$ cat src/adcrm_cfg.svh
// Summary of operation
// - Every register is one 24-bit word, addressable and readable by itself.
// - A two-bit width field in status_and_comm selects the result presentation format.
// - Read grouping and write looping fields choose the set the pointer cycles through.
// - Address 0x00 returns the read-only channel 0 result, most significant bit first.
// - Address 0x01 returns the channel 1 result, most significant bit first; writes ignored.
// - Address 0x08 holds the modulator comparator outputs, readable and writable.
// - Address 0x0A holds the interchannel phase delay, readable and writable.
// - Address 0x0C holds status flags plus width and looping controls.
// - Offset trims sit at 0x0F for channel 0 and 0x11 for channel 1.
// - Gain trims sit at 0x10 for channel 0 and 0x12 for channel 1.
// - Address 0x1F holds a lock password and a CRC-16 over the nine config words 0x0A to 0x12.
// - Read code 11 whole map, 10 type, 01 group, 00 static; write bit loops type.
// - Gain trim is applied to results on chip when the host enables it.
`ifndef ADCRM_CFG_SVH
`define ADCRM_CFG_SVH

// Register addresses.
`define ADCRM_A_CH0 5'h00
`define ADCRM_A_CH1 5'h01
`define ADCRM_A_MOD 5'h08
`define ADCRM_A_PHASE 5'h0a
`define ADCRM_A_GAIN 5'h0b
`define ADCRM_A_STAT 5'h0c
`define ADCRM_A_CFG0 5'h0d
`define ADCRM_A_CFG1 5'h0e
`define ADCRM_A_OFF0 5'h0f
`define ADCRM_A_GTR0 5'h10
`define ADCRM_A_OFF1 5'h11
`define ADCRM_A_GTR1 5'h12
`define ADCRM_A_LOCK 5'h1f
`define ADCRM_A_FIRST 5'h00
`define ADCRM_A_LAST 5'h1f
`define ADCRM_CFG_LAST 4'h8

// Field positions.
`define ADCRM_SC_READ 23:22
`define ADCRM_SC_WRITE 21
`define ADCRM_SC_WIDTH 17:16
`define ADCRM_SC_DRDY 1:0
`define ADCRM_SC_KEEP 23:2
`define ADCRM_P0_EN_OFF 0
`define ADCRM_P0_EN_GAIN 1
`define ADCRM_PH_DELAY 11:0
`define ADCRM_LK_PASS 23:16
`define ADCRM_MOD_BITS 7:0
`define ADCRM_LOW16 15:0
`define ADCRM_HI16 23:8

// Reset values and codes.
`define ADCRM_MOD_RST 8'h33
`define ADCRM_SC_RST 24'ha10000
`define ADCRM_WIDTH_16 2'h0
`define ADCRM_RD_MAP 2'h3
`define ADCRM_RD_TYPE 2'h2
`define ADCRM_RD_GROUP 2'h1
`define ADCRM_RD_STATIC 2'h0
`define ADCRM_LOOP_STEPS 32
`define ADCRM_CRC_INIT 16'hffff
`define ADCRM_CRC_POLY 16'h8005
`define ADCRM_GAIN_SHIFT 23

`endif

$ cat src/adcrm_pkg.sv
package adcrm_pkg;
	typedef logic [4:0] adcrm_addr_type;
	typedef logic [23:0] adcrm_word_type;
	typedef enum logic [1:0] {ADCRM_IDLE, ADCRM_READ, ADCRM_WRITE} adcrm_xfer_type;

	// One access request from the serial framer.
	typedef struct packed {
		logic start;
		logic write;
		adcrm_addr_type addr;
	} adcrm_acc_type;

	// A pair of fresh conversion results.
	typedef struct packed {
		logic valid;
		adcrm_word_type ch0;
		adcrm_word_type ch1;
	} adcrm_sample_type;

	// Whole register bank state.
	typedef struct packed {
		adcrm_xfer_type xfer;
		adcrm_addr_type ptr;
		adcrm_word_type rdata;
		adcrm_word_type res0;
		adcrm_word_type res1;
		logic pend;
		adcrm_word_type pend0;
		adcrm_word_type pend1;
		logic [7:0] modulator_output;
		adcrm_word_type [8:0] cfg;
		logic [7:0] lock;
		logic [15:0] crc;
		logic [15:0] crc_acc;
		logic [3:0] scan;
		logic [1:0] drdy;
		logic restart;
	} adcrm_state_type;
endpackage : adcrm_pkg

$ cat src/adcrm_loop_ptr.sv
`timescale 1ns/1ns
`include "adcrm_cfg.svh"
module adcrm_loop_ptr (
	input wire adcrm_pkg::adcrm_addr_type addr,
	input wire logic [1:0] read_mode,
	input wire logic write_loop,
	input wire logic is_write,
	output adcrm_pkg::adcrm_addr_type next_addr
);
	import adcrm_pkg::*;

	// Only mapped words count; holes are never visited.
	function automatic logic mapped(adcrm_addr_type a);
		return (a <= `ADCRM_A_CH1) || (a == `ADCRM_A_MOD) || (a == `ADCRM_A_LOCK)
			|| ((a >= `ADCRM_A_PHASE) && (a <= `ADCRM_A_GTR1));
	endfunction : mapped

	adcrm_addr_type lo;
	adcrm_addr_type hi;
	adcrm_addr_type cand;
	logic found;

	// Pick the loop set, then walk to the next mapped word inside it.
	always_comb begin
		lo = addr;
		hi = addr;
		if (is_write) begin
			if (write_loop) begin
				lo = `ADCRM_A_MOD;
				hi = `ADCRM_A_LAST;
			end
		end else begin
			unique case (read_mode)
				`ADCRM_RD_MAP: begin
					lo = `ADCRM_A_FIRST;
					hi = `ADCRM_A_LAST;
				end
				`ADCRM_RD_TYPE: begin
					lo = (addr <= `ADCRM_A_CH1) ? `ADCRM_A_CH0 : `ADCRM_A_MOD;
					hi = (addr <= `ADCRM_A_CH1) ? `ADCRM_A_CH1 : `ADCRM_A_LAST;
				end
				`ADCRM_RD_GROUP: begin
					if (addr <= `ADCRM_A_CH1) begin
						lo = `ADCRM_A_CH0;
						hi = `ADCRM_A_CH1;
					end else if (addr <= `ADCRM_A_PHASE) begin
						lo = `ADCRM_A_MOD;
						hi = `ADCRM_A_PHASE;
					end else if (addr <= `ADCRM_A_CFG0) begin
						lo = `ADCRM_A_GAIN;
						hi = `ADCRM_A_CFG0;
					end else if (addr <= `ADCRM_A_GTR0) begin
						lo = `ADCRM_A_CFG1;
						hi = `ADCRM_A_GTR0;
					end else if (addr <= `ADCRM_A_GTR1) begin
						lo = `ADCRM_A_OFF1;
						hi = `ADCRM_A_GTR1;
					end else begin
						lo = `ADCRM_A_LOCK;
						hi = `ADCRM_A_LOCK;
					end
				end
				`ADCRM_RD_STATIC: begin
					// Static reads keep the pointer where it is.
				end
			endcase
		end
		cand = addr;
		found = 1'b0;
		next_addr = addr;
		// Thirty-two steps always cover the widest hole.
		for (int i = 0; i < `ADCRM_LOOP_STEPS; i++) begin
			if (!found) begin
				cand = ((cand >= hi) || (cand < lo)) ? lo : adcrm_addr_type'(cand + 5'h01);
				if (mapped(cand)) begin
					found = 1'b1;
					next_addr = cand;
				end
			end
		end
	end
endmodule : adcrm_loop_ptr

$ cat src/adcrm_regmap.sv
`timescale 1ns/1ns
`include "adcrm_cfg.svh"
module adcrm_regmap #(
	parameter int unsigned WORD_W = 24,
	parameter logic [7:0] UNLOCK_CODE = 8'ha5
) (
	input wire logic clk_sys,
	input wire logic reset_n,
	input wire logic clk_en,
	input wire adcrm_pkg::adcrm_acc_type host_acc,
	input wire logic wr_valid,
	input wire adcrm_pkg::adcrm_word_type wr_data,
	input wire logic rd_next,
	input wire logic acc_end,
	output adcrm_pkg::adcrm_word_type rd_data,
	output adcrm_pkg::adcrm_addr_type cur_addr,
	input wire adcrm_pkg::adcrm_sample_type sample,
	input wire logic comp_valid,
	input wire logic [7:0] comp_bits,
	output logic [11:0] phase_delay,
	output adcrm_pkg::adcrm_word_type amp_gain_cfg,
	output adcrm_pkg::adcrm_word_type primary_cfg,
	output adcrm_pkg::adcrm_word_type secondary_cfg,
	output logic gain_trim_enable,
	output logic adc_restart,
	output logic locked
);
	import adcrm_pkg::*;

	// The word handling below is written for the fixed register width only.
	if (WORD_W != 24) begin : g_width_check
		$error("adcrm_regmap supports only 24-bit registers");
	end
	if (UNLOCK_CODE == 8'h00) begin : g_code_check
		$error("adcrm_regmap needs a nonzero unlock code");
	end

	adcrm_state_type state;
	adcrm_state_type next_state;
	adcrm_addr_type step_addr;
	logic step_write;

	// Index of a config word held in the cfg array.
	function automatic logic [3:0] cfg_idx(adcrm_addr_type a);
		return 4'(a - `ADCRM_A_PHASE);
	endfunction : cfg_idx

	function automatic logic is_cfg(adcrm_addr_type a);
		return (a >= `ADCRM_A_PHASE) && (a <= `ADCRM_A_GTR1);
	endfunction : is_cfg

	// One CRC-16 update over a whole 24-bit word, MSB first.
	function automatic logic [15:0] crc_word(logic [15:0] c, adcrm_word_type w);
		logic [15:0] r;
		logic fb;
		r = c;
		for (int i = 23; i >= 0; i--) begin
			fb = r[15] ^ w[i];
			r = {r[14:0], 1'b0};
			if (fb) begin
				r = r ^ `ADCRM_CRC_POLY;
			end
		end
		return r;
	endfunction : crc_word

	// Offset, then gain trim; gain trim is a signed fraction around unity.
	function automatic adcrm_word_type calibrate(adcrm_word_type raw, adcrm_word_type off,
		adcrm_word_type gtr, logic en_off, logic en_gain);
		logic signed [23:0] s;
		logic signed [47:0] p;
		s = en_off ? 24'(raw + off) : raw;
		p = 48'(s) * 48'(signed'(gtr));
		if (en_gain) begin
			s = 24'(s + 24'(p >>> `ADCRM_GAIN_SHIFT));
		end
		return adcrm_word_type'(s);
	endfunction : calibrate

	// 16-bit mode keeps the top of the word so it still leaves MSB first.
	function automatic adcrm_word_type present(adcrm_word_type w, logic [1:0] width);
		if (width == `ADCRM_WIDTH_16) begin
			return {w[`ADCRM_HI16], 8'h00};
		end
		return w;
	endfunction : present

	// Read view of one address; holes return zero.
	function automatic adcrm_word_type read_word(adcrm_state_type s, adcrm_addr_type a);
		adcrm_word_type w;
		w = '0;
		if (a == `ADCRM_A_CH0) begin
			w = s.res0;
		end else if (a == `ADCRM_A_CH1) begin
			w = s.res1;
		end else if (a == `ADCRM_A_MOD) begin
			w = {16'h0000, s.modulator_output};
		end else if (a == `ADCRM_A_PHASE) begin
			w = {12'h000, s.cfg[cfg_idx(a)][`ADCRM_PH_DELAY]};
		end else if (a == `ADCRM_A_STAT) begin
			w = {s.cfg[cfg_idx(a)][`ADCRM_SC_KEEP], s.drdy};
		end else if (is_cfg(a)) begin
			w = s.cfg[cfg_idx(a)];
		end else if (a == `ADCRM_A_LOCK) begin
			w = {s.lock, s.crc};
		end
		return w;
	endfunction : read_word

	logic [1:0] read_mode;
	logic write_loop;
	adcrm_word_type stat_word;
	adcrm_word_type cfg0_word;

	assign stat_word = state.cfg[cfg_idx(`ADCRM_A_STAT)];
	assign cfg0_word = state.cfg[cfg_idx(`ADCRM_A_CFG0)];
	assign read_mode = stat_word[`ADCRM_SC_READ];
	assign write_loop = stat_word[`ADCRM_SC_WRITE];
	assign step_write = (state.xfer == ADCRM_WRITE);

	// Pointer stepping for continuous transfers lives in its own decoder.
	adcrm_loop_ptr adcrm_loop_ptr_inst (
		.addr(state.ptr),
		.read_mode(read_mode),
		.write_loop(write_loop),
		.is_write(step_write),
		.next_addr(step_addr)
	);

	adcrm_word_type cal0;
	adcrm_word_type cal1;
	logic reading_data;
	logic [1:0] drdy_clr;
	logic [3:0] ci;

	// Results are formed here so a latch point sees finished words.
	always_comb begin
		cal0 = present(calibrate(sample.ch0, state.cfg[cfg_idx(`ADCRM_A_OFF0)],
			state.cfg[cfg_idx(`ADCRM_A_GTR0)], cfg0_word[`ADCRM_P0_EN_OFF],
			cfg0_word[`ADCRM_P0_EN_GAIN]), stat_word[`ADCRM_SC_WIDTH]);
		cal1 = present(calibrate(sample.ch1, state.cfg[cfg_idx(`ADCRM_A_OFF1)],
			state.cfg[cfg_idx(`ADCRM_A_GTR1)], cfg0_word[`ADCRM_P0_EN_OFF],
			cfg0_word[`ADCRM_P0_EN_GAIN]), stat_word[`ADCRM_SC_WIDTH]);
	end

	// Next state: access sequencing, writes, result latching and the CRC scan.
	always_comb begin
		next_state = state;
		next_state.restart = 1'b0;
		drdy_clr = 2'b00;
		ci = '0;
		reading_data = (state.xfer == ADCRM_READ) && (state.ptr <= `ADCRM_A_CH1);

		// Access sequencing.
		if (host_acc.start) begin
			next_state.ptr = host_acc.addr;
			next_state.xfer = host_acc.write ? ADCRM_WRITE : ADCRM_READ;
			next_state.rdata = read_word(state, host_acc.addr);
			if (!host_acc.write && host_acc.addr <= `ADCRM_A_CH1) begin
				drdy_clr[host_acc.addr[0]] = 1'b1;
			end
		end else if (acc_end) begin
			next_state.xfer = ADCRM_IDLE;
		end else if (state.xfer == ADCRM_READ && rd_next) begin
			next_state.ptr = step_addr;
			next_state.rdata = read_word(state, step_addr);
			if (step_addr <= `ADCRM_A_CH1) begin
				drdy_clr[step_addr[0]] = 1'b1;
			end
		end else if (state.xfer == ADCRM_WRITE && wr_valid) begin
			next_state.ptr = step_addr;
			// While locked only the security word still takes writes.
			if (!locked || state.ptr == `ADCRM_A_LOCK) begin
				if (state.ptr == `ADCRM_A_MOD) begin
					next_state.modulator_output = wr_data[`ADCRM_MOD_BITS];
				end else if (is_cfg(state.ptr)) begin
					ci = cfg_idx(state.ptr);
					next_state.cfg[ci] = wr_data;
					if (state.ptr == `ADCRM_A_PHASE) begin
						next_state.cfg[ci] = {12'h000, wr_data[`ADCRM_PH_DELAY]};
						next_state.restart = 1'b1;
					end
				end else if (state.ptr == `ADCRM_A_LOCK) begin
					next_state.lock = wr_data[`ADCRM_LK_PASS];
				end
			end
		end

		// Live comparator outputs win over a host write in the same cycle.
		if (comp_valid) begin
			next_state.modulator_output = comp_bits;
		end

		// Flags clear on read; a fresh sample in the same cycle keeps them set.
		next_state.drdy = state.drdy & ~drdy_clr;

		// Results stay frozen while a channel word is being shifted out.
		if (sample.valid) begin
			if (reading_data && !acc_end) begin
				next_state.pend = 1'b1;
				next_state.pend0 = cal0;
				next_state.pend1 = cal1;
			end else begin
				next_state.res0 = cal0;
				next_state.res1 = cal1;
				next_state.pend = 1'b0;
			end
			next_state.drdy = 2'b11;
		end else if (state.pend && (!reading_data || acc_end)) begin
			next_state.res0 = state.pend0;
			next_state.res1 = state.pend1;
			next_state.pend = 1'b0;
			next_state.drdy = 2'b11;
		end

		// The CRC walks one config word per cycle and refreshes after the last.
		next_state.crc_acc = crc_word(state.crc_acc, state.cfg[state.scan]);
		next_state.scan = 4'(state.scan + 4'h1);
		if (state.scan == `ADCRM_CFG_LAST) begin
			next_state.crc = next_state.crc_acc;
			next_state.crc_acc = `ADCRM_CRC_INIT;
			next_state.scan = '0;
		end
	end

	// Reset values; clock enable low freezes everything.
	always_ff @(posedge clk_sys or negedge reset_n) begin
		if (!reset_n) begin
			state <= '0;
			state.xfer <= ADCRM_IDLE;
			state.modulator_output <= `ADCRM_MOD_RST;
			state.cfg[cfg_idx(`ADCRM_A_STAT)] <= `ADCRM_SC_RST;
			state.lock <= UNLOCK_CODE;
			state.crc_acc <= `ADCRM_CRC_INIT;
		end else if (clk_en) begin
			state <= next_state;
		end
	end

	// All outputs but locked come straight from the state register; locked compares the stored password with UNLOCK_CODE.
	assign rd_data = state.rdata;
	assign cur_addr = state.ptr;
	assign phase_delay = state.cfg[cfg_idx(`ADCRM_A_PHASE)][`ADCRM_PH_DELAY];
	assign amp_gain_cfg = state.cfg[cfg_idx(`ADCRM_A_GAIN)];
	assign primary_cfg = cfg0_word;
	assign secondary_cfg = state.cfg[cfg_idx(`ADCRM_A_CFG1)];
	assign gain_trim_enable = cfg0_word[`ADCRM_P0_EN_GAIN];
	assign adc_restart = state.restart;
	assign locked = (state.lock != UNLOCK_CODE);
endmodule : adcrm_regmap

$ cat config.mk
export PLATFORM = sky130hd
export DESIGN_NAME = adcrm_regmap
export DESIGN_NICKNAME = d
export VERILOG_FILES = /design/src/adcrm_pkg.sv /design/src/adcrm_loop_ptr.sv /design/src/adcrm_regmap.sv
export VERILOG_INCLUDE_DIRS = /design/src
export SDC_FILE = /design/constraint.sdc
export NUM_CORES = 2
export LEC_CHECK = 0
export ABC_AREA = 1
export ABC_CLOCK_PERIOD_IN_PS = 104800
export BUFFER_PORTS_ARGS = -buffer_cell sky130_fd_sc_hd__buf_2
export CORE_AREA = 5 5 454 456
export CTS_BUF_LIST = sky130_fd_sc_hd__clkbuf_16
export CTS_CLUSTER_DIAMETER = 50
export CTS_CLUSTER_SIZE = 25
export DETAILED_ROUTE_END_ITERATION = 16
export DIE_AREA = 0 0 459 461
export GPL_ROUTABILITY_DRIVEN = 1
export SYNTH_ARGS = -nofsm -noshare
export SYNTH_HDL_FRONTEND = slang
export SYNTH_HIERARCHICAL = 1
export SYNTH_SLANG_ARGS = --single-unit
$ cat constraint.sdc
create_clock -name clk_sys -period 104.8 [get_ports clk_sys]
set_clock_uncertainty 0.1 [all_clocks]
set_input_delay 20.96 -clock clk_sys [delete_from_list [all_inputs] [get_ports clk_sys]]
set_output_delay 20.96 -clock clk_sys [all_outputs]
set_load 0.1 [all_outputs]
-- Word level (Yosys, flattened, before mapping)
Index checks and enable logic that the tools add are counted.
- shifts and indexed selects: 0
- add/sub/neg operators: 40
- magnitude comparators: 181
- equal/unequal tests: 89
- multipliers: 2
- bitwise operators: 55
- mux-type cells: 304
- reduce and logical (&&, ||, !) cells: 198
- divide/modulo/power cells: 0
- operators with widths (cell ; number):
    two-way mux 232 bit ; 5
    two-way mux 5 bit ; 140
    two-way mux 24 bit ; 27
    bitwise mux 216 bit ; 2
    two-way mux 216 bit ; 2
    two-way mux 16 bit ; 24
    binary-select mux 24 bit (select 4 bit) ; 3
    two-way mux 224 bit ; 1
    == test 5 x 4 -> 1 bit, second input constant ; 40
    less-or-equal comparator 5 bit, second input constant ; 36
    == test 5 bit, second input constant ; 35
    >= comparator 5 x 4 -> 1 bit, second input constant ; 35
    less-or-equal comparator 5 x 1 -> 1 bit, second input constant ; 35
    adder 5 x 1 -> 5 bit, second input constant ; 32
    >= comparator 5 bit ; 32
    < comparator 5 bit ; 32
    logical OR 1 bit ; 130
    two-way mux 49 bit ; 2
    adder 24 bit ; 4
    demux 24 bit (select 4 bit) ; 1
    multiplier 24 x 24 -> 47 bit ; 2
    two-way mux 1 bit ; 73
    inverter 3 bit ; 24
    two-way mux 48 bit ; 1
    37 further kinds ; 151
- bits in latches: 0
- word-level logic and storage cells: 893
- output and inout port bits: 116
- register bits: 399
- bits in writable memories: 0
- memories kept: 0
- bits of input ports: 95
- memory bits (read-only): 0

-- Longest topological paths before layout
- depth after elaboration: 182
- gate-level depth with buffers: 434
- depth with buffers taken out: 429

-- By module
Netlist, hierarchy kept.
- modules (own cells, without submodules) (module ; area an instance (um2) ; sequential area each (um2) ; instances ; cells each):
    adcrm_regmap ; 67935.2 ; 10018.4 ; 1 ; 8478
    adcrm_loop_ptr ; 22315.2 ; 0.0 ; 1 ; 3569

-- Least setup slack after synthesis
OpenSTA, ideal clock, no wires.
- kind: register to register
- from: register state[397] (netlist bit)
- to: register state, in the netlist rd_data[17]
- library setup time: 0.124 ns
- arrival: 48.125 ns
- required time: 104.576 ns
- cell stages (with the launch flop): 360
- period minus slack after synthesis: 48.349 ns
- slack: 56.451 ns
- cell sequence: dfrtp_1 nor2_1 inv_2 nor2_2 inv_1 o21ai_0 ha_1 nand2_1 a21oi_1 a211oi_1 nand2_2 nand3_4 buf_12 nand3_1 nand2_1 ha_1 o211ai_1 nand3b_1 (+324 left out) nand3_2 o21ai_1 inv_1 ha_1 inv_1 nor2_1 a311o_1 nand2_1 inv_1 nor2_1 clkinv_1 clkbuf_1 nand3_1 o21ai_0 nand2_1 o211ai_1 a21oi_1 a21oi_1
- longest elaborated chain between the ends: 176
- elaborated cells on any way between the ends: 630
- classes of those cells: 32 x add/sub; 162 x order compare; 71 x eq/ne; 200 x mux; 165 x reduce/logical
- ends and longest elaborated chain (element ; line ; RTL):
    start: declaration ; adcrm_regmap.sv:38 ; adcrm_state_type state;
    start signal: assignment ; adcrm_regmap.sv:236 ; state <= next_state;
    == test 2 bit * ; adcrm_regmap.sv:119 ; assign step_write = (state.xfer == ADCRM_WRITE);
    named net step_write ; adcrm_regmap.sv:41 ; logic step_write;
    two-way mux 5 bit ; adcrm_loop_ptr.sv:27 ; if (is_write) begin
    >= comparator 5 bit / < comparator 5 bit (equally long branches) ; adcrm_loop_ptr.sv:74 ; cand = ((cand >= hi) || (cand < lo)) ? lo : adcrm_addr_type'(cand + 5'h01);
    logical OR 1 bit ; adcrm_loop_ptr.sv:74 ;
    two-way mux 5 bit ; adcrm_loop_ptr.sv:74 ;
    less-or-equal comparator 5 x 1 -> 1 bit (no line) (tied with other cells) ; -- ;
    logical OR 1 bit (on tied branches) ; adcrm_loop_ptr.sv:14, adcrm_loop_ptr.sv:74 ;
    (+157 left out) ; -- ;
    named net step_addr[1] ; adcrm_regmap.sv:40 ; adcrm_addr_type step_addr;
    (+4 left out) ; -- ;
    two-way mux 24 bit ; adcrm_regmap.sv:100 ; end else if (a == `ADCRM_A_STAT) begin
    two-way mux 24 bit ; adcrm_regmap.sv:98 ; end else if (a == `ADCRM_A_PHASE) begin
    two-way mux 24 bit ; adcrm_regmap.sv:96 ; end else if (a == `ADCRM_A_MOD) begin
    two-way mux 24 bit ; adcrm_regmap.sv:94 ; end else if (a == `ADCRM_A_CH1) begin
    two-way mux 24 bit * ; adcrm_regmap.sv:92 ; if (a == `ADCRM_A_CH0) begin
    two-way mux 24 bit * ; adcrm_regmap.sv:164 ; end else if (state.xfer == ADCRM_READ && rd_next) begin
    two-way mux 29 bit * ; adcrm_regmap.sv:162 ; end else if (acc_end) begin
    two-way mux 31 bit * ; adcrm_regmap.sv:155 ; if (host_acc.start) begin
Mark *: on every way through the listed nets, which the timed path passes. The rest lies on a longest branch. The select of a mux whose other input is x is not followed.
A chain may end at the register's enable or synchronous reset.

-- Worst setup path after layout
- from: register state, in the netlist cur_addr[1]
- to: register state, in the netlist rd_data[1]
- longest elaborated chain between the ends: 182
- elaborated cells on any way between the ends: 647
- classes of those cells: 33 x add/sub; 167 x order compare; 69 x eq/ne; 216 x mux; 162 x reduce/logical
- ends and longest elaborated chain (element ; line ; RTL):
    less-or-equal comparator 5 bit (no line) ; -- ;
    two-way mux 4 bit ; adcrm_loop_ptr.sv:55 ; end else if (addr <= `ADCRM_A_GTR1) begin
    two-way mux 5 bit ; adcrm_loop_ptr.sv:52 ; end else if (addr <= `ADCRM_A_GTR0) begin
    two-way mux 5 bit ; adcrm_loop_ptr.sv:49 ; end else if (addr <= `ADCRM_A_CFG0) begin
    two-way mux 5 bit ; adcrm_loop_ptr.sv:46 ; end else if (addr <= `ADCRM_A_PHASE) begin
    two-way mux 5 bit ; adcrm_loop_ptr.sv:43 ; if (addr <= `ADCRM_A_CH1) begin
    one-hot mux 5 bit (3 select lines) ; adcrm_loop_ptr.sv:33 ; unique case (read_mode)
    two-way mux 5 bit ; adcrm_loop_ptr.sv:27 ;
    (+162 left out) ; -- ;
    named net step_addr[1] ; adcrm_regmap.sv:40 ;
    (+4 left out) ; -- ;
    two-way mux 24 bit ; adcrm_regmap.sv:100 ;
    two-way mux 24 bit ; adcrm_regmap.sv:98 ;
    two-way mux 24 bit ; adcrm_regmap.sv:96 ;
    two-way mux 24 bit ; adcrm_regmap.sv:94 ;
    two-way mux 24 bit * ; adcrm_regmap.sv:92 ;
    two-way mux 24 bit * ; adcrm_regmap.sv:164 ;
    two-way mux 29 bit * ; adcrm_regmap.sv:162 ;
    two-way mux 31 bit * ; adcrm_regmap.sv:155 ;
Marks and branches as above.

==> flow_metrics.tcl <==
set metrics [dict create \
    drt_iter0_markers 7657 \
    first_pass_iters 6 \
    final_cell_mix "nand2_1 (2421), inv_1 (2041), fa_1 (1200), nor2_1 (1072), ha_1 (653)" \
    critPathArrivalTime_ns 56.20 \
    cts_buffers 49 \
    synthArstFlopShare_pct 100 \
    dieArea_um2 212000 \
    grt.overflow.total 0 \
    wirelength_mm 347 \
    cp-end-kind "flip-flop" \
    grt_max_degree 161 \
    fmax_mhz 17.9 \
    clkLatencyLatePin_ns 0.63 \
    fin_crit_ns 55.78 \
    syn_nets 14000 \
    yosysWarningCount 6 \
    area_growth_pct 5.16 \
    placed_cells 14500 \
    clockRootBuffer "clkbuf_16" \
    crit_path_max_fanout 31 \
    criticalPathCategory "flip-flop to flip-flop" \
    crit_top_cell "nand2_2" \
    crit_slowest_cell "dfrtp_1" \
    ff_latch_area_um2 10000 \
    place.gp.congestion 1.01 \
    synthCells 12000 \
    grt_use_total_pct 32.4 \
    multi_input_area_um2 69100 \
    seq_area_frac_synth_pct 11.1 \
    finalHoldViolations 0 \
    avgSynthCellArea_um2 7.49 \
    fillCellCount 20200 \
    startpoint_type "flip-flop" \
    grt_pass1_wl_mm 521 \
    ios 211 \
    report.final.slew_viol_count 2 \
    rr_worst_depth 359 \
    synth_edf_count 0 \
    final_cells 14600 \
    cts.htree.levels 2 \
    initial_utilization_pct 44.8 \
    post_cts_buffers 0 \
    ys_ff_latch 399 \
    ant_nets 0 \
    required_ns 105.22 \
    rrSetupSlack_ns 49.02 \
    syn-cell-area_um2 90300 \
    setup_viol 0 \
    routedWlPerCell_um 23.7 \
    viasPerCell 5.67 \
    status "complete, but fails checks" \
    cts_tree "built" \
    holdBufCountCts 0 \
    final_common_cell "nand2_1" \
    antenna_found_initial 38 \
    post-dp-hpwl_mm 276 \
    clock_path_buffers 3 \
    period_share_pct 53.2 \
    tightest_slew_ns 1.52 \
    worstHoldPathCells 2 \
    violations "max-capacitance violations, max-slew violations" \
    fp-row-count 165 \
    slew_headroom_pct -2.47 \
    maxCapViolCount 2 \
    drc 0 \
    synth_flop_cell "dfrtp_1" \
    rsz0062_at_grt "false" \
    die_w_um 459 \
    clkTransAtPathRegs_ns 0.06 \
    die_h_um 461 \
    final_layout_size_suffix_gt1_share_pct 12.6 \
    cts_resized 0 \
    hold_class "flip-flop to flip-flop" \
    io_buffer_count 210 \
    grt_pass1_vias 82600 \
    nets 13800 \
    max_stage_delay_ns 0.88 \
    vias 82900 \
    fin_util_pct 47.2 \
    ys_types 83 \
    tns_ns 0 \
    core_um2 201000 \
    clock_sinks 399 \
]
## final cells by class
cell class                      count  share of cell area, %
Clock inverter                     39                  0.541
Clock buffer                       51                   1.34
Tap cell                         2672                   3.52
Antenna cell                       21                 0.0554
Multi-Input combinational cell   8916                   72.8
Sequential cell                   399                   10.6
Inverter                         2149                   8.76
Timing Repair Buffer              374                   2.44
## per-stage QoR
stage               cell area (um2)  worst slack (ns)  hold WS [ns]
global placement              93100             50.82         0.358
CTS                           94800             49.37         0.376
floorplan                     90300             56.45         0.342
global route                  94900             43.96         0.396
detailed placement            93100             49.56         0.359
finish                        94900             49.02         0.380
## synthesized netlist by cell type, types with 149 or more instances
cell type / number / area [um2]
nand3_2: 149 / 1490
nand2_1: 2425 / 9100
clkbuf_1: 378 / 1420
nand3_1: 418 / 2090
nor2_1: 1080 / 4050
dfrtp_1: 372 / 9310
ha_1: 653 / 8170
inv_1: 2042 / 7660
o21ai_0: 636 / 3180
o211ai_1: 217 / 1630
a21oi_1: 573 / 2870
nand2_2: 468 / 2930
fa_1: 1200 / 24000
## critical path: cells and delay by family, from the launching register on
kind / cells / cell delay, ns
simple gates: 208 / 24.04
compound gates: 85 / 16.95
fa+ha+maj: 34 / 9.59
buf+inv: 32 / 3.99
flops: 1 / 0.88
## cells by family after synthesis
logic type / Yosys count / share of synthesized area [%]
AOI/OAI and AO/OA: 1913 / 12.6
xor gates and xnor gates: 203 / 1.97
adders and majority gates: 1853 / 35.7
buffers and inverters: 2732 / 12.5
DFF: 399 / 11.1
muxes: 1 / 0.0111
and+or+nand+nor: 4946 / 26.1
## per-layer routing
metal	up-vias	wire length [um]	track usage, %
met4	12	25000	18.8
li1	37500	-	-
met2	3905	153000	50.6
met1	40500	137000	42.0
met5	-	78	0
met3	955	31700	6.19
## final timing paths
| check | from | endpoint |
|---|---|---|
| min reg2reg | state[299]$_DFFE_PN0P_ | state[299]$_DFFE_PN0P_ |
| min in group asynchronous | reset_n | rd_data[6]$_DFFE_PN0P_ |
| min | state[299]$_DFFE_PN0P_ | state[299]$_DFFE_PN0P_ |
| max reg2reg | cur_addr[1]$_DFFE_PN0P_ | rd_data[1]$_DFFE_PN0P_ |
| max | cur_addr[1]$_DFFE_PN0P_ | rd_data[1]$_DFFE_PN0P_ |
| max in group asynchronous | reset_n | asynchronous set/reset pin |
Power is left out: the tool's default activity adds up to more than one toggle a clock period on the data nets, which glitch-free logic cannot reach.
